**src/acl_match_pkg.sv**
```systemverilog
// Shared types and constants for the IP header access-control matcher
`default_nettype none
package acl_match_pkg;

  // ----------------------------------------------------------------
  // Encodings
  // ----------------------------------------------------------------
  typedef enum logic [1:0] {
    FT_OTHER = 2'h0,
    FT_IPV4 = 2'h1,
    FT_IPV6 = 2'h2
  } frame_type_t;

  typedef enum logic [2:0] {
    PR_ANY = 3'h0,
    PR_SPECIFIC = 3'h1,
    PR_ICMP = 3'h2,
    PR_UDP = 3'h3,
    PR_TCP = 3'h4
  } proto_sel_t;

  // Zero / non-zero / any style tri-state setting
  typedef enum logic [1:0] {
    TRI_NO = 2'h0,
    TRI_YES = 2'h1,
    TRI_ANY = 2'h2
  } tri_sel_t;

  typedef enum logic [1:0] {
    ADDR_ANY = 2'h0,
    ADDR_HOST = 2'h1,
    ADDR_NET = 2'h2
  } addr_sel_t;

  // ----------------------------------------------------------------
  // Constants
  // ----------------------------------------------------------------
  localparam logic [7:0] PROTO_ICMP4 = 8'h01;
  localparam logic [7:0] PROTO_ICMP6 = 8'h3a;
  localparam logic [7:0] PROTO_TCP = 8'h06;
  localparam logic [7:0] PROTO_UDP = 8'h11;
  localparam int V6_CMP_BITS = 32;
  localparam logic [31:0] MASK_ALL = 32'hffffffff;
  localparam logic VERDICT_RST = 1'b0;

  // ----------------------------------------------------------------
  // Carriers
  // ----------------------------------------------------------------
  typedef struct packed {
    logic is_v4;
    logic is_v6;
    logic [7:0] proto;
    logic [7:0] ttl;
    logic more_frag;
    logic [12:0] frag_offset;
    logic has_options;
    logic [31:0] src_v4;
    logic [31:0] dst_v4;
    logic [127:0] source_v6_address;
  } hdr_fields_t;

  typedef struct packed {
    frame_type_t frame_type;
    proto_sel_t proto_sel;
    logic [7:0] proto_value;
    tri_sel_t ttl_sel;
    tri_sel_t frag_sel;
    tri_sel_t opt_sel;
    addr_sel_t src_sel;
    logic [31:0] src_addr;
    logic [31:0] src_mask;
    addr_sel_t dst_sel;
    logic [31:0] dst_addr;
    logic [31:0] dst_mask;
    proto_sel_t nh_sel;
    logic [7:0] nh_value;
    logic src_v6_specific;
    logic [31:0] src_v6_addr;
    logic [31:0] source_v6_compare_mask;
    tri_sel_t hop_sel;
  } access_control_entry_t;

  typedef struct packed {
    logic hit;
    logic l4_icmp;
    logic l4_udp;
    logic l4_tcp;
  } verdict_t;

endpackage
`default_nettype wire

```
**src/masked_addr_cmp.sv**
```systemverilog
// Masked 32-bit address comparator with any/host/network modes
`default_nettype none
module masked_addr_cmp
  import acl_match_pkg::*;
(
  input wire addr_sel_t mode_in,
  input wire logic [31:0] frame_addr,
  input wire logic [31:0] cfg_addr,
  input wire logic [31:0] cfg_mask,
  output logic match
);
  wire addr_sel_t mode = mode_in;
  wire logic [31:0] eff_mask;
  // Zero mask bits are don't-care; host mode compares every bit
  assign eff_mask = (mode == ADDR_HOST) ? MASK_ALL : cfg_mask;
  assign match = (mode == ADDR_ANY) ||
                 ((frame_addr & eff_mask) == (cfg_addr & eff_mask));
endmodule
`default_nettype wire

```
**src/ip_header_acl_matcher.sv**
```systemverilog
// IPv4/IPv6 header matcher against one access-control entry
`default_nettype none
// How it works
// - IPv4 conditions apply only when the entry selects IPv4 frames.
// - Protocol any ignores byte; specific requires equality to set value.
// - ICMP/UDP/TCP protocol choices require that protocol and flag L4 checks.
// - TTL zero rejects TTL above zero; non-zero requires it; any ignores.
// - Fragmented means MF set or offset nonzero; no/yes/any select.
// - Options no rejects options, yes requires them, any ignores.
// - IPv4 source address: any, host exact, or network masked.
// - IPv4 destination address: same three modes with own address, mask.
// - Next header ICMP/UDP/TCP require that protocol and flag L4 checks.
// - IPv6 source any ignores; specific compares under configured mask.
// - IPv6 source compare covers only the low 32 address bits.
// - Zero mask bits are don't-care; compare address and mask ANDed.
// - Hop limit zero rejects above zero; non-zero requires; any ignores.
module ip_header_acl_matcher
  import acl_match_pkg::*;
(
  input wire logic clk,
  input wire logic arst_n,
  input wire logic frame_valid,
  input wire hdr_fields_t hdr,
  input wire access_control_entry_t access_control_entry,
  output logic result_valid_ff,
  output verdict_t verdict_ff
);

  // ----------------------------------------------------------------
  // Shared decode
  // ----------------------------------------------------------------
  function automatic logic tri_ok(tri_sel_t sel, logic cond);
    tri_ok = (sel == TRI_ANY) || ((sel == TRI_YES) == cond);
  endfunction

  // Protocol selector match, reused for IPv4 protocol and next header
  function automatic logic proto_ok(proto_sel_t sel, logic [7:0] val,
                                    logic [7:0] cfg, logic [7:0] icmp);
    unique case (sel)
      PR_ANY: proto_ok = 1'b1;
      PR_SPECIFIC: proto_ok = (val == cfg);
      PR_ICMP: proto_ok = (val == icmp);
      PR_UDP: proto_ok = (val == PROTO_UDP);
      PR_TCP: proto_ok = (val == PROTO_TCP);
      default: proto_ok = 1'b0;
    endcase
  endfunction

  wire access_control_entry_t cfg = access_control_entry;
  wire logic sel_v4;
  wire logic sel_v6;
  assign sel_v4 = (cfg.frame_type == FT_IPV4);
  assign sel_v6 = (cfg.frame_type == FT_IPV6);

  // ----------------------------------------------------------------
  // IPv4 conditions
  // ----------------------------------------------------------------
  wire logic v4_proto_ok;
  wire logic v4_ttl_ok;
  wire logic v4_fragmented;
  wire logic v4_frag_ok;
  wire logic v4_opt_ok;
  wire logic source_address_match;
  wire logic dest_address_match;
  wire logic v4_all_ok;

  assign v4_proto_ok = proto_ok(cfg.proto_sel, hdr.proto, cfg.proto_value,
                                PROTO_ICMP4);
  assign v4_ttl_ok = tri_ok(cfg.ttl_sel, hdr.ttl != 8'h00);
  assign v4_fragmented = hdr.more_frag || (hdr.frag_offset != 13'h0000);
  assign v4_frag_ok = tri_ok(cfg.frag_sel, v4_fragmented);
  assign v4_opt_ok = tri_ok(cfg.opt_sel, hdr.has_options);

  masked_addr_cmp u_src_cmp (
    .mode_in(cfg.src_sel),
    .frame_addr(hdr.src_v4),
    .cfg_addr(cfg.src_addr),
    .cfg_mask(cfg.src_mask),
    .match(source_address_match)
  );

  masked_addr_cmp u_dst_cmp (
    .mode_in(cfg.dst_sel),
    .frame_addr(hdr.dst_v4),
    .cfg_addr(cfg.dst_addr),
    .cfg_mask(cfg.dst_mask),
    .match(dest_address_match)
  );

  // Non-IPv4 frames never hit an IPv4 entry
  assign v4_all_ok = hdr.is_v4 && v4_proto_ok && v4_ttl_ok && v4_frag_ok &&
                     v4_opt_ok && source_address_match &&
                     dest_address_match;

  // ----------------------------------------------------------------
  // IPv6 conditions
  // ----------------------------------------------------------------
  wire logic v6_nh_ok;
  wire logic v6_src_ok;
  wire logic v6_hop_ok;
  wire logic v6_all_ok;
  wire logic [V6_CMP_BITS-1:0] v6_low_src;

  // Upper 96 bits deliberately unused by the compare
  assign v6_low_src = hdr.source_v6_address[V6_CMP_BITS-1:0];
  assign v6_nh_ok = proto_ok(cfg.nh_sel, hdr.proto, cfg.nh_value,
                             PROTO_ICMP6);

  masked_addr_cmp u_v6_cmp (
    .mode_in(cfg.src_v6_specific ? ADDR_NET : ADDR_ANY),
    .frame_addr(v6_low_src),
    .cfg_addr(cfg.src_v6_addr),
    .cfg_mask(cfg.source_v6_compare_mask),
    .match(v6_src_ok)
  );

  assign v6_hop_ok = tri_ok(cfg.hop_sel, hdr.ttl != 8'h00);
  assign v6_all_ok = hdr.is_v6 && v6_nh_ok && v6_src_ok && v6_hop_ok;

  // ----------------------------------------------------------------
  // Verdict
  // ----------------------------------------------------------------
  wire logic nxt_hit;
  wire verdict_t nxt_verdict;
  wire logic v4_l4;
  wire logic v6_l4;
  assign v4_l4 = sel_v4 && nxt_hit;
  assign v6_l4 = sel_v6 && nxt_hit;
  // Other frame types: layer-2 checks live elsewhere, treat as don't-care
  assign nxt_hit = sel_v4 ? v4_all_ok :
                   sel_v6 ? v6_all_ok : 1'b1;
  assign nxt_verdict = '{
    hit: nxt_hit,
    l4_icmp: (v4_l4 && cfg.proto_sel == PR_ICMP) ||
             (v6_l4 && cfg.nh_sel == PR_ICMP),
    l4_udp: (v4_l4 && cfg.proto_sel == PR_UDP) ||
            (v6_l4 && cfg.nh_sel == PR_UDP),
    l4_tcp: (v4_l4 && cfg.proto_sel == PR_TCP) ||
            (v6_l4 && cfg.nh_sel == PR_TCP)
  };

  always_ff @(posedge clk or negedge arst_n) begin
    if (!arst_n) begin
      result_valid_ff <= 1'b0;
      verdict_ff <= '0;
    end else begin
      result_valid_ff <= frame_valid;
      verdict_ff <= frame_valid ? nxt_verdict : '0;
    end
  end
endmodule
`default_nettype wire

```
**config.mk**
```make
export PLATFORM = sky130hd
export DESIGN_NAME = ip_header_acl_matcher
export DESIGN_NICKNAME = d
export VERILOG_FILES = /design/src/acl_match_pkg.sv /design/src/masked_addr_cmp.sv /design/src/ip_header_acl_matcher.sv
export SDC_FILE = /design/constraint.sdc
export NUM_CORES = 1
export LEC_CHECK = 0
export BUFFER_PORTS_ARGS = -buffer_cell sky130_fd_sc_hd__buf_2
export CORE_AREA = 5 5 178 180
export CTS_CLUSTER_SIZE = 30
export DETAILED_ROUTE_END_ITERATION = 10
export DIE_AREA = 0 0 183 185
export MAX_ROUTING_LAYER = met4
export PLACE_DENSITY_LB_ADDON = 0.3
export SLEW_MARGIN = 20
export SYNTH_ARGS = -nofsm -noshare
export SYNTH_HDL_FRONTEND = slang
export SYNTH_SLANG_ARGS = --single-unit
```
**constraint.sdc**
```tcl
create_clock -name clk -period 0.8 [get_ports clk]
set_clock_uncertainty 0.2 [all_clocks]
set_input_delay 0.04 -clock clk [delete_from_list [all_inputs] [get_ports clk]]
set_output_delay 0.04 -clock clk [all_outputs]
set_load 0.02 [all_outputs]
```
# --- After elaboration in Yosys (flattened, before gate mapping) ---
# Cells that the tools add are included.
totals:
  reg_bits: 5
  in_bits: 457
  elab_cells: 89
op_classes:
  n_eq_ne: 34
  mux: 9
  n_bitwise: 6
  reduce_logical: 35
ops:
  columns: ["op", "count"]
  rows:
  - ["AND 32 bit", 6]
  - ["== test 32 bit", 3]
  - ["two-way mux 32 bit", 3]
  - ["logical AND 1 bit", 17]
  - ["== test 2 x 1 -> 1 bit, second input constant", 8]
  - ["== test 8 bit", 2]
  - ["nonzero test 13 bit", 1]
  - ["== test 3 x 2 -> 1 bit, second input constant", 4]
  - ["logical OR 1 bit", 11]
  - ["== test 2 bit, second input constant", 5]
  - ["case mux 1 bit (5 select lines)", 2]
  - ["== test 8 x 1 -> 1 bit, second input constant", 1]
  - ["== test 8 x 3 -> 1 bit, second input constant", 1]
  - ["== test 8 x 5 -> 1 bit, second input constant", 1]
  - ["== test 8 x 6 -> 1 bit, second input constant", 1]
  - ["nonzero test 8 bit", 1]
  - ["== test 3 x 1 -> 1 bit, second input constant", 2]
  - ["== test 3 bit, second input constant", 2]
  - ["logical NOT 2 bit", 3]
  - ["logical NOT 3 bit", 2]
  - ["== test 1 bit", 4]
  - ["two-way mux 4 bit", 1]
  - ["two-way mux 1 bit", 2]
  - ["two-way mux 2 bit", 1]

# --- Longest topological paths before layout ---
depth:
  word_depth: 14
  ltp_mapped: 9
  depth_no_buf: 8

# --- By module ---
# From an unflattened synthesis, not the netlist that was laid out.
unflattened:
  hier_cells: 357
  area_unflattened_um2: 2565.0
modules_own_cells:
  columns: ["mod", "n_inst", "cells_each", "area_each_um2", "seq_area_each_um2"]
  rows:
  - ["masked_addr_cmp", 3, 79, 553.0, 0.0]
  - ["ip_header_acl_matcher", 1, 120, 905.9, 125.1]

# --- Worst setup path after synthesis ---
# No wires, ideal clock.
synth_path:
  path_type: "input port to flip-flop"
  startpoint: "in hdr[215] (netlist name)"
  endpoint: "reg verdict_ff[2] (netlist name)"
  t_arrival_ns: 1.644
  required_ns: 0.535
  path_slack_ns: -1.109
  stages: 9
  n_path_buf: 1
  cell_sequence: "buf_2 > xnor2_1 > a32oi_1 > o32a_1 > nor4_1 > a221oi_1 > nor4_2 > nand4b_1 > a2bb2o_2"
synth_between:
  elab_chain_len: 13
synth_rtl:
  columns: ["item", "line_no", "source"]
  rows:
  - ["from (decl)", "ip_header_acl_matcher.sv:23", "input wire hdr_fields_t hdr,"]
  - ["== test 8 x 3 -> 1 bit, or another cell as far along", "ip_header_acl_matcher.sv:44", "PR_TCP: proto_ok = (val == PROTO_TCP);"]
  - ["case mux 1 bit (5 select lines)", "ip_header_acl_matcher.sv:39", "unique case (sel)"]
  - ["logical AND 1 bit (4 in series)", "ip_header_acl_matcher.sv:91", "assign v4_all_ok = hdr.is_v4 && v4_proto_ok && v4_ttl_ok && v4_frag_ok &&"]
  - ["logical AND 1 bit (2 in series)", "ip_header_acl_matcher.sv:92", "v4_opt_ok && source_address_match &&"]
  - ["two-way mux 1 bit (*)", "ip_header_acl_matcher.sv:130", "assign nxt_hit = sel_v4 ? v4_all_ok :"]
  - ["logical AND 1 bit, on equally long branches", "ip_header_acl_matcher.sv:127, ip_header_acl_matcher.sv:128", null]
  - ["logical AND 1 bit, on equally long branches", "ip_header_acl_matcher.sv:134, ip_header_acl_matcher.sv:135", null]
  - ["logical OR 1 bit (*)", "ip_header_acl_matcher.sv:134", "l4_icmp: (v4_l4 && cfg.proto_sel == PR_ICMP) ||"]
  - ["two-way mux 4 bit (*)", "ip_header_acl_matcher.sv:148", "verdict_ff <= frame_valid ? nxt_verdict : '0;"]
  - ["to (signal assigned)", "ip_header_acl_matcher.sv:148", null]
  - ["to (decl)", "ip_header_acl_matcher.sv:26", "output verdict_t verdict_ff"]
# Every way passes the cells marked *; elsewhere a longest branch is shown, timed or not.

# --- Worst setup path after layout ---
layout_path:
  startpoint: "in hdr[28] (netlist name)"
  endpoint: "reg verdict_ff[2] (netlist name)"
layout_between:
  elab_chain_len: 11
layout_rtl:
  columns: ["item", "line_no", "source"]
  rows:
  - ["AND 32 bit (*)", "masked_addr_cmp.sv:17", "((frame_addr & eff_mask) == (cfg_addr & eff_mask));"]
  - ["== test 32 bit (*)", "masked_addr_cmp.sv:17", null]
  - ["logical OR 1 bit (*)", "masked_addr_cmp.sv:16", "assign match = (mode == ADDR_ANY) ||"]
  - ["logical AND 1 bit (*) (2 in series)", "ip_header_acl_matcher.sv:118", "assign v6_all_ok = hdr.is_v6 && v6_nh_ok && v6_src_ok && v6_hop_ok;"]
  - ["two-way mux 1 bit (*)", "ip_header_acl_matcher.sv:131", "sel_v6 ? v6_all_ok : 1'b1;"]
  - ["two-way mux 1 bit (*)", "ip_header_acl_matcher.sv:130", null]
  - ["logical AND 1 bit, on equally long branches", "ip_header_acl_matcher.sv:127, ip_header_acl_matcher.sv:128", null]
  - ["logical AND 1 bit, on equally long branches", "ip_header_acl_matcher.sv:134, ip_header_acl_matcher.sv:135", null]
  - ["logical OR 1 bit (*)", "ip_header_acl_matcher.sv:134", null]
  - ["two-way mux 4 bit (*)", "ip_header_acl_matcher.sv:148", null]
# Marks and branches as above.

==> results.tsv <==
metric	value	unit
post-route-util	17.4	%
crit_path_max_incr_delay	540	ps
placedCellCount	1120	
synthToLayoutAreaGrowth	124	%
core	30000	um^2
wirelength	15100	um
die_w	183	um
slew_headroom	76.2	%
ios	462	
final_nets	1188	
synth_commonest_cells	xor2_1 (98), o21ai_0 (61), nand4_1 (25), nor2_1 (17), a22oi_1 (16)	
cp-end-kind	flip-flop	
synth_edf_count	0	
synth-xor-area-share	40.4	%
fin_cells	1127	
row_count	64	
ctsHoldBuffers	1	
dr.pass1.iters	4	
synth_area	2340	um^2
tightest_slew	356	ps
vias	4009	
status	finished, violations left	
antenna_found_initial	1	
fmax	0.487	GHz
synth_ff_type	dfrtp_1	
die_area	33900	um^2
power_density	645	nW/um^2
yosysWarnings	0	
numCtsBuffers	3	
dieHeight	185	um
grt_max_degree	33	
dp_hpwl	14100	um
layout_setup_ws	-1250	ps
start_util	7.79	%
drc	0	
htreeDepth	1	
layout-drive-gt1-share	60.3	%
cp_top_family	simple AND/OR/NAND/NOR gates	
synthMuxAreaShare	0	%
ant_nets	0	
cp.required	760	ps
gp_congestion	0.873	
overflow	0	
synthAdderAreaFrac	0	%
synth_top_area_share	36.7	%
grt_usage	7.78	%
clk_path_buf_depth	2	
hold_violations	3	
violations	hold timing, setup timing	
rsz0062_at_grt	true	
setup_viol	9	
clk_pin_slew	30	ps
ir_worst_vdd	0.491	mV
holdWs	-172	ps
min_period	2050	ps
wl_per_cell	13.4	um
synth_top_family_by_area	XOR/XNOR gates	
cts_tree	done	
seq_area_frac_synth	5.35	%
via_per_inst	3.56	
max_cap_viol_count	0	
start_kind	input pin	
arrival	2010	ps
synth-simple-area-share	22.7	%
fin_total_pwr	3380	uW
ys_types	45	
mappedNetlistNets	782	
worstSetupPathType	input pin to flip-flop	
synth_area_per_cell	7.20	um^2
yosysMostFrequentCell	xor2_1	
drt-initial-drc-count	44	
cp_max_fo	3	
grt_pass1_wl	20200	um
netlist_instances	325	
portBuffers	365	
grt_pass1_vias	4135	
slowest_stage	or4_4	
slew_violations	0	
async_flop_share	100	%
root_buffer	clkbuf_16	
leakage	0.00257	uW
dpl_cell_area	4960	um^2
synth_top_cells_by_area	xor2_1 (37%), o21ai_0 (13%), nand4_1 (6.7%)	
hold_class	input pin to flip-flop	
timing.final.crit_share	257	%
yosys.area.top_type	xor2_1	
path_cells	buf_6 -> xor2_1 -> a22oi_1 -> nand4_1 -> or4_4 -> a21oi_2 -> buf_4 -> o31a_1 -> and4b_1 -> a2bb2o_2	
crit_buf_inv	2	
synth-seq-cells	5	
fin_area	5240	um^2
synth_compound_area_share	29.6	%
cts_sinks	5	
where the power goes:
part	internal (uW)	switching [uW]	total, uW
registers	261	3.50	264
logic	1270	1040	2310
clock network	659	151	810
total	2190	1190	3380
routing by layer:
layer  routed length, um  up-vias  GRT usage, %
met5                   0        -             -
met4                 439        0          2.09
met3                1500       16          1.45
met2                7740      245          14.7
met1                5430     1708          8.33
li1                    -     2040             -
state kept, by name (all words and copies together), names as in the netlist:
| name | cells |
|---|---|
| result_valid_ff | 1 |
| verdict_ff | 4 |
cell families after synthesis:
group                     after synthesis
xor gates and xnor gates              108
DFF                                     5
AOI/OAI and AO/OA                     117
and+or+nand+nor                        84
buffers and inverters                  11
per-stage QoR:
step	hold WS [ps]	TNS (ps)	worst slack, ps
detailed placement	-341	-6860	-1820
global placement	-341	-6450	-1680
floorplan	-456	-3920	-1040
CTS	-154	-6010	-1310
global route	-161	-6390	-1400
finish	-172	-5700	-1250
cells in the final DEF, fill, tap and decap left out, types with 5 or more instances in the layout:
cell and count:
a21oi_1 10, a22oi_1 12, buf_2 357, buf_4 43
buf_6 8, dfrtp_1 5, nand2_1 5, nand4_1 25
nor2_1 16, nor4_1 5, nor4_2 5, nor4bb_1 5
o21ai_0 52, o21ai_1 16, xnor2_1 10, xor2_1 97
cell type report:
cell class	instances	area, um^2
fill	3460	24800
timing repair buffer	410	2230
clock buffer	4	78.8
sequential	5	125
multi-input combinational	309	2300
antenna	1	2.50
tap	396	495
inverter	2	7.51
repair_timing:
item	4_1_cts	5_1_grt
gates resized for setup	27	14
endpoints found under the hold margin	8	2
buffers inserted	0	1
setup endpoints to repair	9	9
pin swaps	10	10
final timing paths:
kind | from | to | slack [ps] | cells past startpoint
min | access_control_entry[228] | verdict_ff[3] | -170 | 2
min in group asynchronous | arst_n | result_valid_ff | 0 | 2
max | hdr[28] | verdict_ff[2] | -1250 | 10
max in group asynchronous | arst_n | verdict_ff[0] | 270 | 2
No activity file was read; power rests on OpenSTA's default activity.
